`src/hdl/fdc_param_pkg.sv`:
```
// Functional notes
// - Relative seek: 0 steps out, 1 steps in
// - Only drive code 00 is served
// - Size code zero: short length sets transfer
// - Short read: rest read, not delivered
// - Short write: rest of sector zero-filled
// - CRC covers whole physical sector
// - Count flag: verify length becomes sector count
// - Active-low FIFO enable, disabled by default
// - Implied seek before cylinder commands if enabled
// - Last sector number ends multi-sector transfer
// - Gap 2 adjust only in perpendicular mode
// - Intersector spacer sets gap 3
// - Sector length 128 times two to code
// - Density select: one double, zero single
package fdc_param_pkg;
    // ***************************************************
    // Register map
    // ***************************************************
    localparam logic [7:0]  OFS_CTRL   = 8'h00;
    localparam logic [7:0]  OFS_SIZE   = 8'h04;
    localparam logic [7:0]  OFS_TRACK  = 8'h08;
    localparam logic [7:0]  OFS_STATUS = 8'h0c;
    localparam logic [7:0]  OFS_CRC    = 8'h10;
    localparam logic [7:0]  OFS_NONE   = 8'hff;
    // Control word bit positions
    localparam int B_START = 0;
    localparam int B_STEP_DIR = 1;
    localparam int B_DRIVE = 2;
    localparam int B_COUNT_EN = 4;
    localparam int B_FIFO_DIS_N = 5;
    localparam int B_SEEK_EN = 6;
    localparam int B_DENSITY = 7;
    localparam int B_PERP = 8;
    localparam int B_WRITE = 9;
    localparam int B_HAS_CYL = 10;
    localparam int B_RELATIVE = 11;
    localparam int B_VERIFY = 12;
    // Field positions of size and track words
    localparam int F_CODE = 0;
    localparam int F_SHORT = 8;
    localparam int F_FIRST = 16;
    localparam int F_EOT = 0;
    localparam int F_GAP2 = 8;
    localparam int F_GAP3 = 16;
    localparam int F_CYL = 24;
    // Writable masks and reset values
    localparam logic [31:0] CTRL_MASK  = 32'h0000_1ffe;
    localparam logic [31:0] SIZE_MASK  = 32'h00ff_ffff;
    localparam logic [31:0] CTRL_RST   = 32'h0000_0020;
    localparam logic [31:0] SIZE_RST   = 32'h0001_ff00;
    localparam logic [31:0] TRACK_RST  = 32'h0000_0000;
    // ***************************************************
    // Sector geometry, CRC and timing
    // ***************************************************
    localparam logic [14:0] BASE_SECTOR_BYTES = 15'h0080;
    localparam logic [7:0]  MAX_SIZE_CODE     = 8'h07;
    localparam logic [15:0] CRC_INIT          = 16'hffff;
    localparam logic [15:0] CRC_POLY          = 16'h1021;
    localparam int CLK_NS      = 8;
    localparam int STEP_NS     = 8000;
    localparam int STEP_CYCLES = (STEP_NS + CLK_NS - 1) / CLK_NS;
    // Execution sequencer states
    typedef enum logic [1:0] {ST_IDLE, ST_SEEK, ST_XFER} exec_state_t;
endpackage

```
`src/hdl/floppy_command_parameter_decode.sv`:
```
// The register addresses and register access over AHB-Lite are this design's own decisions.
`timescale 1ns/10ps
module floppy_command_parameter_decode
    import fdc_param_pkg::*;
#(
    parameter logic [7:0] GAP2_NORMAL = 8'h10,
    parameter int         STEP_WAIT   = STEP_CYCLES
)
(
    input  wire logic        hclk,
    input  wire logic        hresetn,
    input  wire logic        hsel,
    input  wire logic [31:0] haddr,
    input  wire logic [1:0]  htrans,
    input  wire logic        hwrite,
    input  wire logic [2:0]  hsize,
    input  wire logic [31:0] hwdata,
    input  wire logic        hready,
    output logic [31:0]      hrdata,
    output logic             hreadyout,
    output logic             hresp,
    input  wire logic        byte_tick,
    input  wire logic [7:0]  disk_rd_data,
    input  wire logic [7:0]  host_wr_data,
    output logic             host_rd_valid,
    output logic [7:0]       host_rd_data,
    output logic             host_wr_req,
    output logic             disk_wr_valid,
    output logic [7:0]       disk_wr_data,
    output logic             drive_enable,
    output logic             step_pulse,
    output logic             step_dir,
    output logic             density_dd,
    output logic             fifo_enable,
    output logic [7:0]       gap2_len,
    output logic [7:0]       gap3_len,
    output logic             busy
);
    // ***************************************************
    // Elaboration checks
    // ***************************************************
    if (STEP_WAIT < 1 || STEP_WAIT > 65535) begin : g_bad_step
        $error("STEP_WAIT out of range");
    end

    // ***************************************************
    // Bus slave
    // ***************************************************
    logic        a_valid;   // Data phase pending
    logic        a_write;   // Pending phase is a write
    logic [7:0]  a_ofs;     // Pending register offset
    logic [31:0] ctrl;      // Control shadow
    logic [31:0] size_r;    // Size shadow
    logic [31:0] track_r;   // Track shadow
    logic        refused;   // Last start named an absent drive
    logic [15:0] crc;       // CRC of last sector
    logic [31:0] new_ctrl;  // Control value being written
    logic        wr_ctrl;   // Control write in data phase
    logic        start_req; // Start bit written
    exec_state_t state;     // Execution state
    logic [7:0]  cur_cyl;   // Cylinder under the head
    logic [7:0]  sec_num;   // Sector in progress

    assign new_ctrl  = hwdata & CTRL_MASK;
    assign wr_ctrl   = a_valid && a_write && a_ofs == OFS_CTRL;
    assign start_req = wr_ctrl && hwdata[B_START];

    // Address phase capture
    always_ff @(posedge hclk or negedge hresetn) begin
        if (!hresetn) begin
            a_valid <= 1'b0;
            a_write <= 1'b0;
            a_ofs   <= OFS_NONE;
        end else if (hready) begin
            a_valid <= hsel && htrans[1];
            a_write <= hwrite;
            a_ofs   <= haddr[31:8] == 24'h000000 ? haddr[7:0] : OFS_NONE;
        end
    end

    // Reads take one wait state, writes none
    always_ff @(posedge hclk or negedge hresetn) begin
        if (!hresetn) begin
            hreadyout <= 1'b1;
            hresp     <= 1'b0;
        end else begin
            hreadyout <= !(hready && hsel && htrans[1] && !hwrite);
            hresp     <= 1'b0;
        end
    end

    // Read data, unmapped offsets read zero
    always_ff @(posedge hclk or negedge hresetn) begin
        if (!hresetn) begin
            hrdata <= 32'h0000_0000;
        end else if (!hreadyout) begin
            unique case (a_ofs)
                OFS_CTRL:   hrdata <= ctrl;
                OFS_SIZE:   hrdata <= size_r;
                OFS_TRACK:  hrdata <= track_r;
                OFS_STATUS: hrdata <= {8'h00, sec_num, cur_cyl, 5'h00,
                                       state == ST_SEEK, refused, busy};
                OFS_CRC:    hrdata <= {16'h0000, crc};
                default:    hrdata <= 32'h0000_0000;
            endcase
        end
    end

    // Shadow registers, writable at any time
    always_ff @(posedge hclk or negedge hresetn) begin
        if (!hresetn) begin
            ctrl    <= CTRL_RST;
            size_r  <= SIZE_RST;
            track_r <= TRACK_RST;
        end else if (a_valid && a_write) begin
            if (a_ofs == OFS_CTRL) begin
                ctrl <= new_ctrl;
            end
            if (a_ofs == OFS_SIZE) begin
                size_r <= hwdata & SIZE_MASK;
            end
            if (a_ofs == OFS_TRACK) begin
                track_r <= hwdata;
            end
        end
    end

    // ***************************************************
    // Latched command parameters
    // ***************************************************
    logic        x_dir;     // Relative step direction
    logic        x_ec;      // Count flag
    logic        x_fifo_n;  // FIFO disable, active low enable
    logic        x_dd;      // Double density select
    logic        x_perp;    // Perpendicular recording
    logic        x_write;   // Write command
    logic        x_verify;  // Verify command
    logic        x_rel;     // Relative seek command
    logic [7:0]  x_code;    // Sector size code
    logic [7:0]  x_short;   // Short length or sector count
    logic [7:0]  x_eot;     // Last sector number
    logic [7:0]  x_gap2;    // Gap 2 adjust
    logic [7:0]  x_gap3;    // Gap 3 length
    logic        start_ok;  // Start accepted this cycle

    assign start_ok = start_req && state == ST_IDLE
                      && new_ctrl[B_DRIVE+:2] == 2'b00;

    // Parameters change only when a command is accepted
    always_ff @(posedge hclk or negedge hresetn) begin
        if (!hresetn) begin
            x_dir    <= 1'b0;
            x_ec     <= 1'b0;
            x_fifo_n <= CTRL_RST[B_FIFO_DIS_N];
            x_dd     <= 1'b0;
            x_perp   <= 1'b0;
            x_write  <= 1'b0;
            x_verify <= 1'b0;
            x_rel    <= 1'b0;
            x_code   <= 8'h00;
            x_short  <= 8'h00;
            x_eot    <= 8'h00;
            x_gap2   <= 8'h00;
            x_gap3   <= 8'h00;
        end else if (start_ok) begin
            x_dir    <= new_ctrl[B_STEP_DIR];
            x_ec     <= new_ctrl[B_COUNT_EN];
            x_fifo_n <= new_ctrl[B_FIFO_DIS_N];
            x_dd     <= new_ctrl[B_DENSITY];
            x_perp   <= new_ctrl[B_PERP];
            x_write  <= new_ctrl[B_WRITE];
            x_verify <= new_ctrl[B_VERIFY];
            x_rel    <= new_ctrl[B_RELATIVE];
            x_code   <= size_r[F_CODE+:8];
            x_short  <= size_r[F_SHORT+:8];
            x_eot    <= track_r[F_EOT+:8];
            x_gap2   <= track_r[F_GAP2+:8];
            x_gap3   <= track_r[F_GAP3+:8];
        end
    end

    // ***************************************************
    // Sector lengths
    // ***************************************************
    logic [2:0]  code_c;   // Size code, clamped to the largest
    logic [14:0] sec_len;  // Physical sector bytes
    logic [14:0] xfer_len; // Bytes passed to or from host
    logic        cnt_mode; // Verify with count flag counts sectors

    assign code_c   = x_code > MAX_SIZE_CODE ? 3'(MAX_SIZE_CODE) : x_code[2:0];
    assign sec_len  = BASE_SECTOR_BYTES << code_c;
    assign cnt_mode = x_verify && x_ec;

    // Verify moves nothing; code zero honours the short length
    always_comb begin
        if (x_verify) begin
            xfer_len = 15'h0000;
        end else if (x_code == 8'h00) begin
            xfer_len = {7'h00, x_short} < BASE_SECTOR_BYTES ? {7'h00, x_short}
                                                            : BASE_SECTOR_BYTES;
        end else begin
            xfer_len = sec_len;
        end
    end

    // ***************************************************
    // Execution sequencer
    // ***************************************************
    logic [7:0]  steps;     // Steps still to take
    logic        dir_in;    // Stepping toward the spindle
    logic [15:0] step_tmr;  // Wait before next step
    logic [7:0]  sec_cnt;   // Sectors finished this command
    logic        sec_start; // Opens the next sector
    logic        sec_done;  // Sector finished
    logic        last_sec;  // Sector just finished ends the command
    logic [7:0]  tgt_cyl;   // Cylinder named by the command
    logic        need_seek; // Implied seek wanted

    assign tgt_cyl   = track_r[F_CYL+:8];
    assign need_seek = new_ctrl[B_SEEK_EN] && new_ctrl[B_HAS_CYL]
                       && tgt_cyl != cur_cyl;
    assign last_sec  = cnt_mode ? sec_cnt + 8'h01 >= x_short
                                : sec_num == x_eot;

    // Seek stepping and multi-sector walk
    always_ff @(posedge hclk or negedge hresetn) begin
        if (!hresetn) begin
            state     <= ST_IDLE;
            cur_cyl   <= 8'h00;
            steps     <= 8'h00;
            dir_in    <= 1'b0;
            step_tmr  <= 16'h0000;
            sec_num   <= 8'h00;
            sec_cnt   <= 8'h00;
            sec_start <= 1'b0;
            refused   <= 1'b0;
        end else begin
            sec_start <= 1'b0;
            unique case (state)
                ST_IDLE: begin
                    if (start_req) begin
                        refused <= !start_ok;
                    end
                    if (start_ok) begin
                        sec_num  <= size_r[F_FIRST+:8];
                        sec_cnt  <= 8'h00;
                        step_tmr <= 16'(STEP_WAIT - 1);
                        if (new_ctrl[B_RELATIVE]) begin
                            steps  <= tgt_cyl;
                            dir_in <= new_ctrl[B_STEP_DIR];
                            state  <= tgt_cyl == 8'h00 ? ST_IDLE : ST_SEEK;
                        end else if (need_seek) begin
                            steps  <= tgt_cyl > cur_cyl ? tgt_cyl - cur_cyl
                                                        : cur_cyl - tgt_cyl;
                            dir_in <= tgt_cyl > cur_cyl;
                            state  <= ST_SEEK;
                        end else begin
                            sec_start <= 1'b1;
                            state     <= ST_XFER;
                        end
                    end
                end
                ST_SEEK: begin
                    if (step_tmr != 16'h0000) begin
                        step_tmr <= step_tmr - 16'h0001;
                    end else begin
                        step_tmr <= 16'(STEP_WAIT - 1);
                        steps    <= steps - 8'h01;
                        cur_cyl  <= dir_in ? cur_cyl + 8'h01 : cur_cyl - 8'h01;
                        if (steps == 8'h01) begin
                            sec_start <= !x_rel;
                            state     <= x_rel ? ST_IDLE : ST_XFER;
                        end
                    end
                end
                ST_XFER: begin
                    if (sec_done) begin
                        if (last_sec) begin
                            state <= ST_IDLE;
                        end else begin
                            sec_num   <= sec_num + 8'h01;
                            sec_cnt   <= sec_cnt + 8'h01;
                            sec_start <= 1'b1;
                        end
                    end
                end
            endcase
        end
    end

    // ***************************************************
    // Drive-side outputs
    // ***************************************************
    always_ff @(posedge hclk or negedge hresetn) begin
        if (!hresetn) begin
            drive_enable <= 1'b0;
            step_pulse   <= 1'b0;
            step_dir     <= 1'b0;
            density_dd   <= 1'b0;
            fifo_enable  <= 1'b0;
            gap2_len     <= GAP2_NORMAL;
            gap3_len     <= 8'h00;
            busy         <= 1'b0;
        end else begin
            drive_enable <= state != ST_IDLE;
            step_pulse   <= state == ST_SEEK && step_tmr == 16'h0000;
            step_dir     <= dir_in;
            density_dd   <= x_dd;
            fifo_enable  <= !x_fifo_n;
            gap2_len     <= x_perp ? x_gap2 : GAP2_NORMAL;
            gap3_len     <= x_gap3;
            busy         <= state != ST_IDLE;
        end
    end

    // Byte path of the current sector
    sector_byte_path u_path (
        .hclk          (hclk),
        .hresetn       (hresetn),
        .start         (sec_start),
        .write_mode    (x_write),
        .sec_len       (sec_len),
        .xfer_len      (xfer_len),
        .byte_tick     (byte_tick),
        .rd_byte       (disk_rd_data),
        .wr_byte       (host_wr_data),
        .host_rd_valid (host_rd_valid),
        .host_rd_data  (host_rd_data),
        .host_wr_req   (host_wr_req),
        .disk_wr_valid (disk_wr_valid),
        .disk_wr_data  (disk_wr_data),
        .done          (sec_done),
        .crc           (crc)
    );
endmodule

```
`src/hdl/sector_byte_path.sv`:
```
`timescale 1ns/10ps
module sector_byte_path
    import fdc_param_pkg::*;
(
    input  wire logic        hclk,
    input  wire logic        hresetn,
    input  wire logic        start,
    input  wire logic        write_mode,
    input  wire logic [14:0] sec_len,
    input  wire logic [14:0] xfer_len,
    input  wire logic        byte_tick,
    input  wire logic [7:0]  rd_byte,
    input  wire logic [7:0]  wr_byte,
    output logic             host_rd_valid,
    output logic [7:0]       host_rd_data,
    output logic             host_wr_req,
    output logic             disk_wr_valid,
    output logic [7:0]       disk_wr_data,
    output logic             done,
    output logic [15:0]      crc
);
    // ***************************************************
    // Byte walk through one physical sector
    // ***************************************************
    logic        active;   // Sector in progress
    logic [14:0] idx;      // Byte index inside sector
    logic        in_span;  // Byte belongs to host transfer
    logic [7:0]  cur;      // Byte as it stands on disk

    // One CRC byte step, MSB first
    function automatic logic [15:0] crc_byte(input logic [15:0] c, input logic [7:0] d);
        logic [15:0] r;
        r = c;
        for (int i = 7; i >= 0; i--) begin
            r = r[15] ^ d[i] ? {r[14:0], 1'b0} ^ CRC_POLY : {r[14:0], 1'b0};
        end
        return r;
    endfunction

    assign in_span = idx < xfer_len;
    assign cur     = write_mode ? (in_span ? wr_byte : 8'h00) : rd_byte;

    // Index, CRC and end of sector
    always_ff @(posedge hclk or negedge hresetn) begin
        if (!hresetn) begin
            active <= 1'b0;
            idx    <= 15'h0000;
            crc    <= CRC_INIT;
            done   <= 1'b0;
        end else begin
            done <= 1'b0;
            if (start) begin
                active <= 1'b1;
                idx    <= 15'h0000;
                crc    <= CRC_INIT;
            end else if (active && byte_tick) begin
                crc <= crc_byte(crc, cur);
                idx <= idx + 15'h0001;
                if (idx == sec_len - 15'h0001) begin
                    active <= 1'b0;
                    done   <= 1'b1;
                end
            end
        end
    end

    // Host and disk byte strobes
    always_ff @(posedge hclk or negedge hresetn) begin
        if (!hresetn) begin
            host_rd_valid <= 1'b0;
            host_rd_data  <= 8'h00;
            host_wr_req   <= 1'b0;
            disk_wr_valid <= 1'b0;
            disk_wr_data  <= 8'h00;
        end else begin
            host_rd_valid <= active && byte_tick && !write_mode && in_span;
            host_rd_data  <= rd_byte;
            host_wr_req   <= active && byte_tick && write_mode && in_span;
            disk_wr_valid <= active && byte_tick && write_mode;
            disk_wr_data  <= cur;
        end
    end
endmodule

```
`config.mk`:
```
export PLATFORM = sky130hd
export DESIGN_NAME = floppy_command_parameter_decode
export DESIGN_NICKNAME = d
export VERILOG_FILES = /design/src/hdl/fdc_param_pkg.sv /design/src/hdl/floppy_command_parameter_decode.sv /design/src/hdl/sector_byte_path.sv
export SDC_FILE = /design/constraint.sdc
export NUM_CORES = 1
export LEC_CHECK = 0
export BUFFER_PORTS_ARGS = -buffer_cell sky130_fd_sc_hd__buf_2
export CAP_MARGIN = 20
export CELL_PAD_IN_SITES_DETAIL_PLACEMENT = 0
export CELL_PAD_IN_SITES_GLOBAL_PLACEMENT = 1
export CORE_MARGIN = 5
export CORE_UTILIZATION = 45
export CTS_CLUSTER_SIZE = 20
export DETAILED_ROUTE_END_ITERATION = 8
export PLACE_DENSITY_LB_ADDON = 0.1
export SLEW_MARGIN = 20
export SYNTH_ARGS = -nofsm -noshare
export SYNTH_HDL_FRONTEND = slang
export SYNTH_SLANG_ARGS = --single-unit
```
`constraint.sdc`:
```
create_clock -name hclk -period 5.6 [get_ports hclk]
set_clock_uncertainty 0.1 [all_clocks]
set_input_delay 0.28 -clock hclk [delete_from_list [all_inputs] [get_ports hclk]]
set_output_delay 0.28 -clock hclk [all_outputs]
set_load 0.005 [all_outputs]
```
==> metrics.md <==
| Metric | Value |
|---|---|
| Logic pwr share | 20.6% |
| Largest net degree at the start of global routing | 139 |
| Register area share after synthesis | 50.5% |
| Average wire per standard cell | 19.1 um |
| Final Hold Vio Count | 0 |
| Crit. Startpoint | x_code[7]$_DFFE_PN0P_ |
| Max cap viols | 0 |
| Maximum VDD drop | 205 uV |
| Vias in the first global route | 10700 |
| Via count | 10500 |
| DIE WIDTH | 188 um |
| EDFF count, synth | 0 |
| CTS root buffer | clkbuf_16 |
| Gr usage total | 20.9% |
| Clock latency on the worst-skew pair | 520 ps |
| Num CTS Buffers | 34 |
| First-pass GRT wire length | 59.7 mm |
| Area occupied by multi-input gates | 0.00653 sq mm |
| CP cell instances | or3_2 -> or3_1 -> nor2_1 -> nand2_1 -> nor3_1 -> nand2_1 -> ha_1 -> a21oi_1 -> o21ai_0 -> o311ai_4 -> a41oi_1 -> xnor2_2 -> xnor2_1 -> nor2_1 -> a211o_1 |
| Buffers on Ports | 160 |
| Clock share of power | 36.5% |
| H-tree levels | 2 |
| Final GP Congestion | 0.826 |
| Num rows | 65 |
| Drt total wl | 37.0 mm |
| DP HPWL | 26.2 mm |
| Slew HR | 33.4% |
| Largest stage delay, worst path | 600 ps |
| Drt first pass iters | 6 |
| CP required | 5940 ps |
| Multiplexer area fraction after synthesis | 10.5% |
| Die Y-Extent | 188 um |
| Final #Nets | 1658 |
| Cells after synthesis | 1313 |
| Async S/R FF share, synth | 100% |
| Setup tns final | 0 ps |
| Worst hold-check path type | input pin to register |
| Net Switching | 1.80 mW |
| Reg-to-Reg Start | x_code[7]$_DFFE_PN0P_ |
| Outcome | finished clean |
| Slowest cell on crit path | o311ai_4 |
| Synth Cell Area | 0.0142 sq mm |
| # DRC | 0 |
| Top-count cell post-synth | dfrtp_1 |
| Synth area leaders | dfrtp_1 (44%), mux2_2 (9.5%), dfstp_2 (6.9%) |
| Simple-Gate Fraction of Synth Area | 12.7% |
| Crit-path max FO | 11 |
| Synth Area in XOR/XNOR | 5.07% |
| RSZ-0062 raised after global routing | false |
| Via-per-instance ratio | 5.42 |
| Area Overhead vs Synth | 19.7% |
| Maximum clock insertion buffer count | 3 |
| DP Area | 0.0153 sq mm |
| Critical Path End Type | register |
| Power Density | 351 mW/mm^2 |
| Sequential Power Share | 43.0% |
| Initial detailed-routing violation count | 618 |
| Layout cell share with drive strength beyond 1 | 26.4% |
| Top post-synthesis cells by count | dfrtp_1 (247), nand2_1 (150), mux2_2 (120) |
| Post-synthesis compound-gate area fraction | 12.6% |
| Final worst path period share | 87.3% |
| Filler Cell Count | 2782 |
| Total area of sequential cells | 0.00715 sq mm |
| Worst path arrival time | 5230 ps |
| Adder-Cell Fraction of Synth Area | 5.10% |
| Pleak | 7.91 nW |
| Clock Pin Slew Worst Setup and Hold Paths | 60 ps |
| Post-route ant nets | 0 |
| Top FF cell, synth | dfrtp_1 |
| Ports | 166 |
| TritonCTS clock tree | yes |
| CP Class | register to register |
| Design Area, Final | 0.0170 sq mm |
| Initial antenna violation count | 2 |
| Main combinational cell family by area after synthesis | simple AND/OR/NAND/NOR gates |
| Tmin final | 4890 ps |
| Die area | 0.0352 sq mm |
| Top cell type's share of synthesized area | 43.6% |
| Largest area contributor in the netlist | dfrtp_1 |
| Synth cell types | 72 |
| Gr ovfl total | 0 |
| Pins Over Slew Limit | 0 |
| Core ar. | 0.0313 sq mm |
| Resize count post-CTS | 0 |
| Sink Count | 284 |
| Slew @ Worst Pin | 997 ps |
| Flops & latches, synth | 284 |
| Max Clk Rate | 205 MHz |
| Worst setup SP type | register |
| Final setup fails | 0 |
| Synthesized area per cell | 10.8 sq um |
| Yosys warns | 0 |
| Hold_sp | hwdata[10] |
| Mapped Nets | 1460 |
| Switching Share | 30.1% |
| Initial Util | 45.3% |
| Power Internal | 4.16 mW |
| Minimum hold slack | 25.0 ps |
[critical path: cells and delay by family (launching register included)]
family	cells	cell delay (ps)
and+or+nand+nor	7	1990
DFF	1	380
adders and majority gates	1	320
xor gates and xnor gates	2	530
AOI/OAI and AO/OA	5	1480
[power by group through the flow]
stage                     registers [mW]  logic, mW  clock network, mW
after floorplan                     2.48      0.925                  0
after global placement              2.60       1.18                  0
after detailed placement            2.60       1.21                  0
after CTS                           2.56       1.24               2.22
after global routing                2.59       1.38               2.31
final                               2.56       1.23               2.17
[per-stage QoR]
stage / utilization [%] / cells / power, mW / worst slack [ps]
floorplan: - / 1313 / 3.41 / 1340
global placement: 48.9 / 1822 / 3.78 / 825
detailed placement: 48.9 / 1822 / 3.80 / 743
CTS: 54.2 / 1937 / 6.03 / 735
global route: 54.2 / 1938 / 6.28 / 368
finish: 54.2 / 1938 / 5.96 / 712
[final timing paths]
path | endpoint | slack [ps] | cells past startpoint
min in group asynchronous | u_path.idx[6]$_DFFE_PN0P_ | 220 | 2
max in group asynchronous | a_valid$_DFFE_PN0P_ | 3850 | 3
min reg2reg | gap3_len[0]$_DFF_PN0_ | 270 | 0
max | u_path.crc[10]$_DFFE_PN1P_ | 710 | 15
max reg2reg | u_path.crc[10]$_DFFE_PN1P_ | 710 | 15
min | ctrl[10]$_DFFE_PN0P_ | 20 | 2
[area by class of cell]
class / count / area share (%)
Clock inverter: 8 / 0.516
Multi-Input combinational cell: 905 / 38.5
Timing Repair Buffer: 225 / 8.53
Clock buffer: 52 / 6.01
Inverter: 61 / 1.35
Sequential cell: 284 / 42.1
Antenna cell: 1 / 0.0147
Tap cell: 402 / 2.96
[what timing repair did]
action,CTS,global route
hold buffers,55,0
setup endpoints to repair,0,0
setup buffers,0,0
endpoints found under the hold margin,158,0
[flip-flops by register name (all words and copies together), names as in the netlist, 12 cells and up]
name and flops:
hrdata 32, u_path.crc 16, step_tmr 16, size_r 24, u_path.idx 15, track_r 32
ctrl 12
[cell families (layout without fill, tap and decap cells)]
logic type / Yosys count / in the layout
fa+ha+maj: 56 / 56
mux: 134 / 134
xor+xnor: 76 / 76
flops: 284 / 284
buf+inv: 124 / 346
other cells: 1 / 2
simple gates: 372 / 372
compound gates: 266 / 266
[layer usage]
layer	share of wire (%)	vias up	wire (um)	track usage [%]
li1	-	5034	-	-
met1	48	5221	17600	29.8
met2	47	196	17200	34.1
met3	4.1	44	1510	3.54
met4	1.7	2	641	4.43
met5	0.019	-	7	0
[cells in the final DEF, fill, tap and decap left out, drive strengths merged, types with 43 or more instances in the layout]
cell type	n
o21ai	78
ha	53
dlygate4sd3	55
dfrtp	247
mux2	120
inv	61
nand2	150
nor2	70
clkbuf	52
xnor2	43
a21oi	61
buf	170
Power figures use the tool's default switching activity.
